### src/aurx_pkg.sv
/*
  Package for the asynchronous serial receiver: register offsets, field
  positions, reset values and timing constants.
  Assumes a 10 MHz system clock and a 32-bit AXI4-Lite register bus.
*/
package aurx_pkg;

  // ----------------------------------------------------------------------
  // Register byte offsets
  // ----------------------------------------------------------------------
  localparam logic [4:0] OFF_RX_DATA   = 5'h00;
  localparam logic [4:0] OFF_RX_STATUS = 5'h04;
  localparam logic [4:0] OFF_TX_STATUS = 5'h08;
  localparam logic [4:0] OFF_BAUD_DIV  = 5'h0C;
  localparam logic [4:0] OFF_IRQ_CTRL  = 5'h10;

  // ----------------------------------------------------------------------
  // Field positions
  // ----------------------------------------------------------------------
  // rx_status_ctrl
  localparam int BIT_PORT_EN   = 7;
  localparam int BIT_NINE_SEL  = 6;
  localparam int BIT_CONT_RX   = 4;
  localparam int BIT_ADDR_DET  = 3;
  localparam int BIT_FRAME_ERR = 2;
  localparam int BIT_OVERRUN   = 1;
  localparam int BIT_NINTH     = 0;
  // tx_status_ctrl
  localparam int BIT_SYNC_SEL  = 4;
  localparam int BIT_HIGH_SPD  = 2;
  // irq_control_reg
  localparam int BIT_RX_IRQ_EN = 0;
  localparam int BIT_PER_IRQ   = 1;
  localparam int BIT_GLB_IRQ   = 2;
  localparam int BIT_PENDING   = 3;

  // ----------------------------------------------------------------------
  // Reset values and bus answers
  // ----------------------------------------------------------------------
  localparam logic [7:0] RESET_BYTE = 8'h00;
  localparam logic [1:0] RESP_OKAY  = 2'h0;
  localparam logic [1:0] RESP_SLVERR = 2'h2;

  // ----------------------------------------------------------------------
  // Timing
  // ----------------------------------------------------------------------
  localparam int         OVERSAMPLE   = 16;
  localparam logic [3:0] CENTER_TICK  = 4'h7;
  localparam logic [1:0] LOW_SPD_DIV  = 2'h3;
  localparam int         FIFO_DEPTH   = 2;

endpackage

### src/aurx_receiver.sv
/*
  Asynchronous serial receiver with 16x oversampling, majority vote,
  two-entry character FIFO, framing/overrun status and 9-bit address
  detection. Registers are reached over AXI4-Lite.
  Assumes one 10 MHz clock, a synchronous active-low reset, and a remote
  transmitter idling high on the receive pin.
*/
// Functional notes
// RL1: Data recovery oversamples at sixteen times bit rate; shift register moves per bit.
// RL2: Completed characters go into a two-entry FIFO.
// RL3: Reception runs only with continuous receive on, sync off, port enabled.
// RL4: Port enable forces receive pin input, transmit pin output, latch cut.
// RL5: Falling edge, wait half bit; high level abandons character silently.
// RL6: Each data bit sampled one bit time later by majority, then shifted.
// RL7: Stop position low marks framing error, high marks clean character.
// RL8: After stop bit, character moves to FIFO and pending flag rises.
// RL9: Reading receive data returns oldest character and removes it.
// RL10: Pending flag is enabled-and-nonempty, read only.
// RL11: Interrupt request needs all three enables; flag ignores enables.
// RL12: Framing bit stored per entry; flag shows head entry.
// RL13: Framing flag read only, needs no clearing, never stops reception, no interrupt.
// RL14: Port enable clear resets receiver and framing flag; receive enable clear keeps it.
// RL15: Third character into full FIFO sets overrun; further characters refused.
// RL16: Clearing receive enable or port enable clears overrun.
// RL17: Nine-bit mode shifts nine bits; ninth of head shown in status.
// RL18: Address detection with nine bits keeps only ninth-bit-set characters.
// RL19: Software clears address detection after own address, sets again later.
// RL20: Software configures baud, port, interrupts, modes, then receive enable.
// RL21: Data arrive least significant bit first.
// RL22: Bit rate is clock over 64(n+1) low speed, 16(n+1) high speed.
// RL23: Writing the baud divisor restarts the baud timer at once.
// RL24: Majority vote of three oversamples around centre.
`timescale 1ns/1ns
`default_nettype none

module aurx_receiver (
  // Clock and reset
  input  wire logic        clock,
  input  wire logic        resetn,
  // AXI4-Lite write channels
  input  wire logic [4:0]  s_axi_awaddr,
  input  wire logic        s_axi_awvalid,
  output logic             s_axi_awready,
  input  wire logic [31:0] s_axi_wdata,
  input  wire logic [3:0]  s_axi_wstrb,
  input  wire logic        s_axi_wvalid,
  output logic             s_axi_wready,
  output logic [1:0]       s_axi_bresp,
  output logic             s_axi_bvalid,
  input  wire logic        s_axi_bready,
  // AXI4-Lite read channels
  input  wire logic [4:0]  s_axi_araddr,
  input  wire logic        s_axi_arvalid,
  output logic             s_axi_arready,
  output logic [31:0]      s_axi_rdata,
  output logic [1:0]       s_axi_rresp,
  output logic             s_axi_rvalid,
  input  wire logic        s_axi_rready,
  // Serial pins
  input  wire logic        receive_pin_in,
  output logic             receive_pin_out,
  output logic             receive_pin_oe,
  output logic             transmit_pin_out,
  output logic             transmit_pin_oe,
  // Port controls used when the serial port is off, plus tx_serial_data, driven out when it is on
  input  wire logic        pin_direction_rx,
  input  wire logic        pin_direction_tx,
  input  wire logic        port_latch_rx,
  input  wire logic        port_latch_tx,
  input  wire logic        tx_serial_data,
  // Interrupt request
  output logic             rx_irq
);

  typedef enum logic [3:0] {
    ST_IDLE  = 4'b0001,
    ST_START = 4'b0010,
    ST_DATA  = 4'b0100,
    ST_STOP  = 4'b1000
  } aurx_state_type;

  // ----------------------------------------------------------------------
  // Registers
  // ----------------------------------------------------------------------
  logic       port_enable, nine_bit_rx_sel, continuous_receive_en, addr_detect_en;
  logic       sync_sel, high_speed_baud_sel;
  logic [7:0] baud_divisor;
  logic       rx_irq_en, periph_irq_en, global_irq_en;
  logic       overrun_flag;

  // ----------------------------------------------------------------------
  // Bus slave
  // ----------------------------------------------------------------------
  logic        aw_held, w_held;
  logic [4:0]  aw_addr;
  logic [31:0] w_data;
  logic [3:0]  w_strb;
  wire         wr_fire = aw_held & w_held & ~s_axi_bvalid;
  wire         byte0   = w_strb[0];
  wire         wr_rxs  = wr_fire & byte0 & (aw_addr == aurx_pkg::OFF_RX_STATUS);
  wire         wr_txs  = wr_fire & byte0 & (aw_addr == aurx_pkg::OFF_TX_STATUS);
  wire         wr_baud = wr_fire & byte0 & (aw_addr == aurx_pkg::OFF_BAUD_DIV);
  wire         wr_irq  = wr_fire & byte0 & (aw_addr == aurx_pkg::OFF_IRQ_CTRL);
  wire         wr_map  = (aw_addr == aurx_pkg::OFF_RX_DATA) | (aw_addr == aurx_pkg::OFF_RX_STATUS)
                       | (aw_addr == aurx_pkg::OFF_TX_STATUS) | (aw_addr == aurx_pkg::OFF_BAUD_DIV)
                       | (aw_addr == aurx_pkg::OFF_IRQ_CTRL);
  wire         rd_fire = s_axi_arvalid & s_axi_arready;
  wire [4:0]   rd_addr = {s_axi_araddr[4:2], 2'h0};
  wire         rd_data = rd_fire & (rd_addr == aurx_pkg::OFF_RX_DATA);

  assign s_axi_awready = ~aw_held;
  assign s_axi_wready  = ~w_held;
  assign s_axi_arready = ~s_axi_rvalid;

  always_ff @(posedge clock) begin
    if (!resetn) begin
      aw_held      <= 1'b0;
      w_held       <= 1'b0;
      aw_addr      <= 5'h00;
      w_data       <= 32'h00000000;
      w_strb       <= 4'h0;
      s_axi_bvalid <= 1'b0;
      s_axi_bresp  <= aurx_pkg::RESP_OKAY;
    end else begin
      if (s_axi_awvalid && !aw_held) begin
        aw_held <= 1'b1;
        aw_addr <= {s_axi_awaddr[4:2], 2'h0};
      end
      if (s_axi_wvalid && !w_held) begin
        w_held <= 1'b1;
        w_data <= s_axi_wdata;
        w_strb <= s_axi_wstrb;
      end
      if (wr_fire) begin
        aw_held      <= 1'b0;
        w_held       <= 1'b0;
        s_axi_bvalid <= 1'b1;
        s_axi_bresp  <= wr_map ? aurx_pkg::RESP_OKAY : aurx_pkg::RESP_SLVERR;
      end else if (s_axi_bready) begin
        s_axi_bvalid <= 1'b0;
      end
    end
  end

  always_ff @(posedge clock) begin
    if (!resetn) begin
      port_enable           <= 1'b0;
      nine_bit_rx_sel       <= 1'b0;
      continuous_receive_en <= 1'b0;
      addr_detect_en        <= 1'b0;
      sync_sel              <= 1'b0;
      high_speed_baud_sel   <= 1'b0;
      baud_divisor          <= aurx_pkg::RESET_BYTE;
      rx_irq_en             <= 1'b0;
      periph_irq_en         <= 1'b0;
      global_irq_en         <= 1'b0;
    end else begin
      if (wr_rxs) begin
        port_enable           <= w_data[aurx_pkg::BIT_PORT_EN];
        nine_bit_rx_sel       <= w_data[aurx_pkg::BIT_NINE_SEL];
        continuous_receive_en <= w_data[aurx_pkg::BIT_CONT_RX];
        addr_detect_en        <= w_data[aurx_pkg::BIT_ADDR_DET];
      end
      if (wr_txs) begin
        sync_sel            <= w_data[aurx_pkg::BIT_SYNC_SEL];
        high_speed_baud_sel <= w_data[aurx_pkg::BIT_HIGH_SPD];
      end
      if (wr_baud) begin
        baud_divisor <= w_data[7:0];
      end
      if (wr_irq) begin
        rx_irq_en     <= w_data[aurx_pkg::BIT_RX_IRQ_EN];
        periph_irq_en <= w_data[aurx_pkg::BIT_PER_IRQ];
        global_irq_en <= w_data[aurx_pkg::BIT_GLB_IRQ];
      end
    end
  end

  // ----------------------------------------------------------------------
  // Pin steering
  // ----------------------------------------------------------------------
  // Direction bit 1 means input; with the port on, both are overridden
  assign receive_pin_oe   = port_enable ? 1'b0 : ~pin_direction_rx;       // [RL4]
  assign receive_pin_out  = port_latch_rx;
  assign transmit_pin_oe  = port_enable ? 1'b1 : ~pin_direction_tx;       // [RL4]
  assign transmit_pin_out = port_enable ? tx_serial_data : port_latch_tx; // [RL4]

  // ----------------------------------------------------------------------
  // Receive pin synchroniser: a change counts once stages 2 and 3 agree
  // ----------------------------------------------------------------------
  logic rx_s1, rx_s2, rx_s3, rx_level, rx_prev;
  always_ff @(posedge clock) begin
    if (!resetn) begin
      rx_s1    <= 1'b1;
      rx_s2    <= 1'b1;
      rx_s3    <= 1'b1;
      rx_level <= 1'b1;
      rx_prev  <= 1'b1;
    end else begin
      rx_s1   <= receive_pin_in;
      rx_s2   <= rx_s1;
      rx_s3   <= rx_s2;
      rx_prev <= rx_level;
      if (rx_s2 == rx_s3) begin
        rx_level <= rx_s3;
      end
    end
  end

  // ----------------------------------------------------------------------
  // Baud timer: one tick per oversample
  // ----------------------------------------------------------------------
  logic [7:0] baud_count;
  logic [1:0] prescale;
  wire        rx_active = continuous_receive_en & ~sync_sel & port_enable; // [RL3]
  wire        baud_wrap = (baud_count == baud_divisor);
  // Low speed needs four times as many clocks per oversample
  wire        os_tick   = baud_wrap & (high_speed_baud_sel
                                       | (prescale == aurx_pkg::LOW_SPD_DIV)); // [RL22]

  always_ff @(posedge clock) begin
    if (!resetn || wr_baud) begin // [RL23]
      baud_count <= 8'h00;
      prescale   <= 2'h0;
    end else if (baud_wrap) begin
      baud_count <= 8'h00;
      prescale   <= prescale + 2'h1;
    end else begin
      baud_count <= baud_count + 8'h01;
    end
  end

  // ----------------------------------------------------------------------
  // Data recovery
  // ----------------------------------------------------------------------
  aurx_state_type state, next_state;
  logic [3:0] os_count;
  logic [2:0] votes;
  logic [3:0] bit_index;
  logic [8:0] rx_shift_reg;

  // Votes hold the three latest oversamples, the newest taken one tick before the centre tick
  wire        vote      = (votes[0] & votes[1]) | (votes[1] & votes[2])
                        | (votes[0] & votes[2]);                         // [RL24]
  wire        at_center = os_tick & (os_count == aurx_pkg::CENTER_TICK); // [RL1]
  wire        fall_edge = rx_prev & ~rx_level;
  wire [3:0]  last_bit  = nine_bit_rx_sel ? 4'h8 : 4'h7;
  wire        stop_seen = (state == ST_STOP) & at_center;
  wire [8:0]  shifted   = {vote, rx_shift_reg[8:1]};                     // [RL21]
  wire [8:0]  char_data = nine_bit_rx_sel ? rx_shift_reg
                                          : {1'b0, rx_shift_reg[8:1]};   // [RL17]

  always_comb begin
    next_state = state;
    case (state)
      ST_IDLE:  if (fall_edge) next_state = ST_START;
      ST_START: if (at_center) next_state = vote ? ST_IDLE : ST_DATA;   // [RL5]
      ST_DATA:  if (at_center && bit_index == last_bit) next_state = ST_STOP;
      ST_STOP:  if (at_center) next_state = ST_IDLE;
      default:  next_state = ST_IDLE;
    endcase
  end

  always_ff @(posedge clock) begin
    if (!resetn || !rx_active) begin
      state        <= ST_IDLE;
      os_count     <= 4'h0;
      votes        <= 3'h7;
      bit_index    <= 4'h0;
      rx_shift_reg <= 9'h000;
    end else begin
      state <= next_state;
      if (state == ST_IDLE) begin
        os_count  <= 4'h0;
        bit_index <= 4'h0;
      end else if (os_tick) begin
        os_count <= os_count + 4'h1;
      end
      if (os_tick) begin
        votes <= {votes[1:0], rx_level};
      end
      if (state == ST_DATA && at_center) begin
        rx_shift_reg <= shifted;          // [RL6]
        bit_index    <= bit_index + 4'h1;
      end
    end
  end

  // ----------------------------------------------------------------------
  // Character FIFO
  // ----------------------------------------------------------------------
  logic [9:0] fifo_mem [aurx_pkg::FIFO_DEPTH];
  logic       wr_ptr, rd_ptr;
  logic [1:0] fifo_count;

  wire fifo_full  = (fifo_count == 2'h2);
  wire fifo_empty = (fifo_count == 2'h0);
  wire addr_skip  = addr_detect_en & nine_bit_rx_sel & ~char_data[8];    // [RL18]
  wire take_char  = stop_seen & ~addr_skip & ~overrun_flag;
  wire push       = take_char & ~fifo_full;                             // [RL8]
  wire pop        = rd_data & ~fifo_empty;                              // [RL9]
  wire [9:0] head = fifo_mem[rd_ptr];

  always_ff @(posedge clock) begin
    if (!resetn || !port_enable) begin // [RL14]
      wr_ptr     <= 1'b0;
      rd_ptr     <= 1'b0;
      fifo_count <= 2'h0;
      fifo_mem   <= '{default: 10'h000};
    end else begin
      if (push) begin
        fifo_mem[wr_ptr] <= {~vote, char_data}; // [RL7] [RL12]
        wr_ptr           <= ~wr_ptr;
      end
      if (pop) begin
        rd_ptr <= ~rd_ptr;
      end
      fifo_count <= fifo_count + {1'b0, push} - {1'b0, pop}; // [RL2]
    end
  end

  // Overrun sticks until either enable drops; it blocks further pushes
  always_ff @(posedge clock) begin
    if (!resetn || !continuous_receive_en || !port_enable) begin // [RL16]
      overrun_flag <= 1'b0;
    end else if (take_char && fifo_full) begin
      overrun_flag <= 1'b1; // [RL15]
    end
  end

  // ----------------------------------------------------------------------
  // Status and interrupt
  // ----------------------------------------------------------------------
  // Framing errors feed no interrupt term, only the status bit
  wire rx_pending_flag = rx_active & ~fifo_empty;                          // [RL10] [RL13]
  wire frame_err_flag  = ~fifo_empty & head[9];                            // [RL12]
  wire rx_ninth_bit    = ~fifo_empty & head[8];                            // [RL17]
  assign rx_irq = rx_pending_flag & rx_irq_en & periph_irq_en & global_irq_en; // [RL11]

  wire [7:0] rx_status_ctrl = {port_enable, nine_bit_rx_sel, 1'b0, continuous_receive_en,
                               addr_detect_en, frame_err_flag, overrun_flag, rx_ninth_bit};
  wire [7:0] tx_status_ctrl = {3'h0, sync_sel, 1'b0, high_speed_baud_sel, 2'h0};
  wire [7:0] irq_control    = {4'h0, rx_pending_flag, global_irq_en, periph_irq_en, rx_irq_en};
  wire [7:0] rx_data_reg    = fifo_empty ? 8'h00 : head[7:0];

  logic [7:0] rd_byte;
  logic       rd_map;
  always_comb begin
    rd_byte = 8'h00;
    rd_map  = 1'b1;
    case (rd_addr)
      aurx_pkg::OFF_RX_DATA:   rd_byte = rx_data_reg;
      aurx_pkg::OFF_RX_STATUS: rd_byte = rx_status_ctrl;
      aurx_pkg::OFF_TX_STATUS: rd_byte = tx_status_ctrl;
      aurx_pkg::OFF_BAUD_DIV:  rd_byte = baud_divisor;
      aurx_pkg::OFF_IRQ_CTRL:  rd_byte = irq_control;
      default:                 rd_map  = 1'b0;
    endcase
  end

  always_ff @(posedge clock) begin
    if (!resetn) begin
      s_axi_rvalid <= 1'b0;
      s_axi_rdata  <= 32'h00000000;
      s_axi_rresp  <= aurx_pkg::RESP_OKAY;
    end else if (rd_fire) begin
      s_axi_rvalid <= 1'b1;
      s_axi_rdata  <= {24'h000000, rd_byte};
      s_axi_rresp  <= rd_map ? aurx_pkg::RESP_OKAY : aurx_pkg::RESP_SLVERR;
    end else if (s_axi_rready) begin
      s_axi_rvalid <= 1'b0;
    end
  end

  // ----------------------------------------------------------------------
  // Checks
  // ----------------------------------------------------------------------
  a_pending_flag: assert property (@(posedge clock) disable iff (!resetn) // [RL10]
    (push && rx_active) |=> (rx_pending_flag || !rx_active))
    else $error("pending flag does not follow fifo occupancy");

  a_irq_gating: assert property (@(posedge clock) disable iff (!resetn) // [RL11]
    rx_irq |-> (rx_irq_en && periph_irq_en && global_irq_en && fifo_count != 2'h0))
    else $error("interrupt raised without all enables");

  a_fifo_bound: assert property (@(posedge clock) disable iff (!resetn) // [RL2]
    fifo_count <= 2'h2)
    else $error("fifo holds more than two characters");

  a_overrun_set: assert property (@(posedge clock) disable iff (!resetn) // [RL15]
    (take_char && fifo_full && !pop && continuous_receive_en && port_enable)
      |=> (overrun_flag && fifo_count == 2'h2))
    else $error("overrun not flagged on third character");

  a_overrun_clear: assert property (@(posedge clock) disable iff (!resetn) // [RL16]
    (!continuous_receive_en || !port_enable) |=> !overrun_flag)
    else $error("overrun survives enable clear");

  a_start_abort: assert property (@(posedge clock) disable iff (!resetn) // [RL5]
    (state == ST_START && at_center && vote && rx_active) |=> (state == ST_IDLE && !push))
    else $error("false start not abandoned");

  a_port_reset: assert property (@(posedge clock) disable iff (!resetn) // [RL14]
    $fell(port_enable) |=> (fifo_count == 2'h0 && !frame_err_flag))
    else $error("port disable did not clear receiver");

  a_pin_force: assert property (@(posedge clock) disable iff (!resetn) // [RL4]
    port_enable |-> (!receive_pin_oe && transmit_pin_oe && transmit_pin_out == tx_serial_data))
    else $error("pins not forced while port enabled");

  a_addr_filter: assert property (@(posedge clock) disable iff (!resetn) // [RL18]
    (stop_seen && addr_detect_en && nine_bit_rx_sel && !char_data[8])
      |=> fifo_count <= $past(fifo_count))
    else $error("address filter let a data character in");

  a_pop_order: assert property (@(posedge clock) disable iff (!resetn) // [RL9]
    (pop && !push && port_enable) |=> fifo_count == $past(fifo_count) - 2'h1)
    else $error("data read did not remove head character");

endmodule

`default_nettype wire

### config.mk
export PLATFORM = sky130hd
export DESIGN_NAME = aurx_receiver
export DESIGN_NICKNAME = d
export VERILOG_FILES = /design/src/aurx_pkg.sv /design/src/aurx_receiver.sv
export SDC_FILE = /design/constraint.sdc
export NUM_CORES = 1
export LEC_CHECK = 0
export ABC_AREA = 0
export BUFFER_PORTS_ARGS = -buffer_cell sky130_fd_sc_hd__buf_2
export CAP_MARGIN = 5
export CELL_PAD_IN_SITES_DETAIL_PLACEMENT = 0
export CELL_PAD_IN_SITES_GLOBAL_PLACEMENT = 1
export CORE_MARGIN = 1.5
export CORE_UTILIZATION = 44
export CTS_CLUSTER_DIAMETER = 100
export DETAILED_ROUTE_END_ITERATION = 16
export GPL_ROUTABILITY_DRIVEN = 1
export HOLD_SLACK_MARGIN = 0.15
export PLACE_DENSITY = 0.86
export SYNTH_ARGS = -nofsm -noshare
export SYNTH_HDL_FRONTEND = slang
export SYNTH_SLANG_ARGS = --single-unit
### constraint.sdc
create_clock -name clock -period 3.6 [get_ports clock]
set_clock_uncertainty 0.2 [all_clocks]
set_input_delay 0.18 -clock clock [delete_from_list [all_inputs] [get_ports clock]]
set_output_delay 0.18 -clock clock [all_outputs]
set_load 0.005 [all_outputs]
; Word-level counts from Yosys, hierarchy flattened
; Cells that the tools add are included.
[classes]
n_eq_ne = 22
n_addsub = 6
order_cmp = 3
bitwise = 56
muxes = 28
reduce_logical = 28
[op_table]
columns = operator, n
row1 = $mux 10, 4
row2 = $pmux 8 s5, 1
row3 = $and 1x1->1, 30
row4 = $mux 4, 7
row5 = $bwmux 20, 1
row6 = $not 1->1, 17
row7 = $pmux 4 s4, 1
row8 = $eq 3x2->1 const B, 4
row9 = $demux 10 s1, 1
row10 = $logic_not 5->1, 2
row11 = $mux 9, 1
row12 = $add 4x1->4 const B, 2
row13 = $add 8x1->8 const B, 1
row14 = $eq 4x3->1 const B, 2
row15 = $eq 8x8->1, 1
row16 = $mux 1, 8
row17 = $mux 8, 1
row18 = $ne 2x2->1 const B, 4
row19 = $or 1x1->1, 7
row20 = $eq 3x1->1 const B, 2
row21 = $eq 3x3->1 const B, 2
row22 = $logic_and 1x1->1, 6
row23 = $logic_not 1->1, 6
row24 = $reduce_bool 2->1, 3
row25 = other kinds (19), 29
[word_totals]
in_bits = 59
regBits = 109
wordCells = 181

; Depth between registers and ports, before layout
[depth]
word_depth = 10
mapped_depth = 10
depth_no_buf = 10

; Least setup slack after synthesis
; Ideal clock, no wire load.
[synth_path]
kind = register -> register
startpoint = register baud_count[2]
endpoint = register fifo_count[1]
required_time_ns = 3.271
n_path_buf = 0
synth_period_minus_slack_ns = 2.479
path_slack_ns = 1.121
arrival_ns = 2.150
setup_time_ns = 0.129
path_stages_with_launch = 11
path_cell_list = dfxtp_1 -> xnor2_2 -> nand4_2 -> nor4_2 -> nand3_1 -> ha_1 -> inv_1 -> ha_1 -> xor2_1 -> xnor2_1 -> nor2_1
[synth_between]
elab_chain_len = 9
[synth_rtl]
columns = element, line_no
row1 = start: declaration, aurx_receiver.sv:213  ; logic [7:0] baud_count;
row2 = start signal: assignment, aurx_receiver.sv:229  ; baud_count <= baud_count + 8'h01;
row3 = $eq 8x8->1, aurx_receiver.sv:216  ; wire baud_wrap = (baud_count == baud_divisor);
row4 = $and 1x1->1, aurx_receiver.sv:218  ; wire os_tick = baud_wrap & (high_speed_baud_sel
row5 = $and 1x1->1, aurx_receiver.sv:245  ; wire at_center = os_tick & (os_count == aurx_pkg::CENTER_TICK);
row6 = $and 1x1->1, aurx_receiver.sv:248  ; wire stop_seen = (state == ST_STOP) & at_center;
row7 = $and 1x1->1 (2 in a row), aurx_receiver.sv:299  ; wire take_char = stop_seen & ~addr_skip & ~overrun_flag;
row8 = $and 1x1->1, aurx_receiver.sv:300  ; wire push = take_char & ~fifo_full;
row9 = $add 2x1->2, aurx_receiver.sv:318  ; fifo_count <= fifo_count + {1'b0, push} - {1'b0, pop};
row10 = $sub 2x1->2, aurx_receiver.sv:318
row11 = end signal: assignment, aurx_receiver.sv:318
row12 = end: declaration, aurx_receiver.sv:294  ; logic [1:0] fifo_count;
; Every way passes these cells.
; A chain may end at the register's enable or synchronous reset.

; Final worst setup path
[layout_path]
startpoint = register state[3]
endpoint = register fifo_count[1]
[layout_between]
elab_chain_len = 7
[layout_rtl]
columns = element, line_no
row1 = start: declaration, aurx_receiver.sv:236  ; aurx_state_type state, next_state;
row2 = start signal: assignment, aurx_receiver.sv:272  ; state <= next_state;
row3 = $eq 4x4->1, aurx_receiver.sv:248
row4 = $and 1x1->1, aurx_receiver.sv:248
row5 = $and 1x1->1 (2 in a row), aurx_receiver.sv:299
row6 = $and 1x1->1, aurx_receiver.sv:300
row7 = $add 2x1->2, aurx_receiver.sv:318
row8 = $sub 2x1->2, aurx_receiver.sv:318
; Every way passes these cells.

==> results.cfg <==
[synthesis]
synth-seq-cells = 107
yosysSeqAreaShare = 0.424
synth_area_mm2 = 0.00506
synth_flop_cell = dfxtp_1
synthSimpleGateAreaFrac = 0.224
synthCells = 566
synth_cell_types = 62
synth_top_family_by_area = simple AND/OR/NAND/NOR gates
syn_area_per_cell_um2 = 8.94
synth-compound-area-share = 0.102
synth_warnings = 0
synthAdderAreaFrac = 0.0168
synthXorXnorAreaFrac = 0.0413
synth_async_sr_flop_share = 0
synth.area.mux_share = 0.116
synth_edf_count = 0

[flow_run]
cap_violations = 0

[critical_path]
crit_required_ns = 3.61
cp-end-kind = flop
path_max_fanout = 8
critPathLaunchType = flop
cp.arrival_ns = 2.64
reg2regPathDepth = 9
crit_type = reg2reg

[power]
share_seq_of_total_power = 0.533
pwr-share-clk = 0.416
p_comb_frac = 0.051
internal_power_uw = 1740
p_leak_uw = 0.00228
ir_worst_vdd_uv = 279
switching_share = 0.235
power.density_mw_per_mm2 = 394
p_switching_uw = 533

[layout]
layout.nets = 685
most-common-layout-cells = dfxtp_1 (107), nand2_1 (75), mux2i_1 (55), nor2_1 (49), buf_2 (45)
design_area_mm2 = 0.00577
postLayoutCoreUtil = 0.523
largest_reg_flops = 20
n_antenna_cell = 0
fillers = 1054
area_growth_pct = 14.2
layout-drive-gt1-share = 0.126
final_common_cell = dfxtp_1

[drt]
postRouteAntennaNets = 0
drt-pass1-iter-count = 4
drcViolationCount = 0
routed_wl_um = 10400
drtIter0Drc = 148
vias = 3875
wl_per_cell_um = 13.6
routed_via_density = 5.07

[clock_tree]
cts_buffer_depth = 2
clk_latency_ns = 0.35
cts-root-buf = clkbuf_16
cts.repair.resized = 0
post_cts_buffers = 0
cts_made_buffers = 9
h-tree-depth = 3
cts_tree = built
path_clk_slew_ns = 0.07
clock_sinks = 107

[global_route]
grt_pass1_vias = 3612
gr-usage-all-layers = 0.185
grt_pass1_wl_um = 17200
antenna_found_initial = 0
grt_start_max_net_pins = 49
grt.overflow.total = 0

[floorplanning]
rows = 38
dieArea_mm2 = 0.0121
die_y_um = 110
die_w_um = 110
pin_count = 105
coreArea_mm2 = 0.0110
start_util = 0.458

[sta]
tightest_slew_ns = 0.765
min_period_ns = 2.63
hold_violations = 0
slew_headroom = 0.489
fmax_mhz = 380
maxSlewViolCount = 0
rsz0062_at_grt = false
fin_crit_sh = 0.732
setup_slack_ns = 0.966
holdWs_ns = 0.160
finalSetupTns_ns = 0
setup_violations = 0

[placement]
post_dp_cell_area_mm2 = 0.00527
dp_slack_ns = 0.988
place_hpwl_um = 7560
gp_congestion = 0.845
numPortBuffers = 45

[worst_hold_path]
holdPathStages = 0
hp-class = in2out

[status]
status = completed
==> worst paths after layout <==
check,from,endpoint,slack [ns]
min reg2reg,rx_s1,rx_s2,0.22
min,port_latch_rx,receive_pin_out,0.16
max reg2reg,state[3],fifo_count[1],0.97
max,state[3],fifo_count[1],0.97
==> layer usage <==
metal / up-vias / global-route usage / part of all wire
met5: - / 0 / 0
met4: 0 / 0.0668 / 0.019
met3: 16 / 0.0435 / 0.043
met2: 59 / 0.315 / 0.50
met1: 1825 / 0.229 / 0.44
li1: 1975 / - / -
==> repair_timing <==
action	4_1_cts	5_1_grt
endpoints found under the hold margin	24	0
hold buffers	22	0
setup endpoints to repair	0	0
==> critical path: stages (launching register included) <==
cell and delay (ns):
dfxtp_1 0.48, or4b_1 0.54, nor3_2 0.23, nand3_1 0.16, ha_1 0.31, inv_1 0.06
ha_1 0.15, xor2_1 0.18, xnor2_1 0.13, nor2_1 0.06
==> layout make-up <==
cell class                 instances  area [um2]  area share
multi-input combinational        413        2630       0.455
tap                              140         175      0.0303
timing repair buffer              72         483      0.0837
clock buffer                      10         229      0.0397
sequential                       107        2140       0.371
clock inverter                     6        55.1     0.00954
inverter                          17        63.8      0.0111
==> power by group through the flow <==
stage                     Sequential, uW  Combinational, uW  Clock (uW)
after global routing                1210                130        1020
final                               1210                115         946
after floorplan                     1240               84.3           0
after CTS                           1210                115         977
after detailed placement            1240               95.1           0
after global placement              1240               92.6           0
==> stage by stage <==
stage | cells | power, uW
finish | 765 | 2270
global route | 765 | 2360
CTS | 765 | 2300
detailed placement | 727 | 1330
global placement | 727 | 1330
floorplan | 591 | 1320
==> cells in the mapped netlist, types with 2 or more instances <==
| cell | n | area share |
|---|---|---|
| nand2_1 | 75 | 0.056 |
| o22ai_1 | 4 | 0.0049 |
| a211oi_1 | 8 | 0.012 |
| or3_1 | 4 | 0.0049 |
| o21ai_0 | 11 | 0.011 |
| a22oi_1 | 5 | 0.0074 |
| nor4b_1 | 3 | 0.0052 |
| mux2_2 | 3 | 0.0067 |
| xnor2_1 | 14 | 0.024 |
| a21boi_0 | 13 | 0.019 |
| nand3_1 | 16 | 0.016 |
| clkbuf_1 | 20 | 0.015 |
| nor4_1 | 3 | 0.0037 |
| nor2_1 | 49 | 0.036 |
| inv_1 | 17 | 0.013 |
| ha_1 | 6 | 0.015 |
| nor3_1 | 5 | 0.0049 |
| dfxtp_1 | 107 | 0.42 |
| o211ai_1 | 3 | 0.0045 |
| buf_4 | 28 | 0.042 |
| xor2_1 | 8 | 0.014 |
| or2_2 | 2 | 0.0025 |
| or2_1 | 2 | 0.0025 |
| and4b_1 | 2 | 0.0040 |
| a21oi_1 | 16 | 0.016 |
| nor4_2 | 2 | 0.0049 |
| nor2b_1 | 37 | 0.046 |
| buf_2 | 4 | 0.0040 |
| mux2i_1 | 55 | 0.11 |
| nor3b_1 | 2 | 0.0030 |
| and3_1 | 4 | 0.0049 |
| nand2b_1 | 8 | 0.0099 |
==> cell families (layout without fill, tap and decap cells) <==
logic type	Yosys count	count (layout)
AOI/OAI and AO/OA	74	74
xor gates and xnor gates	23	23
adders and majority gates	7	7
buffers and inverters	71	105
DFF	107	107
muxes	58	58
other	1	26
and+or+nand+nor	225	225
(Power assumes the default switching activity.)
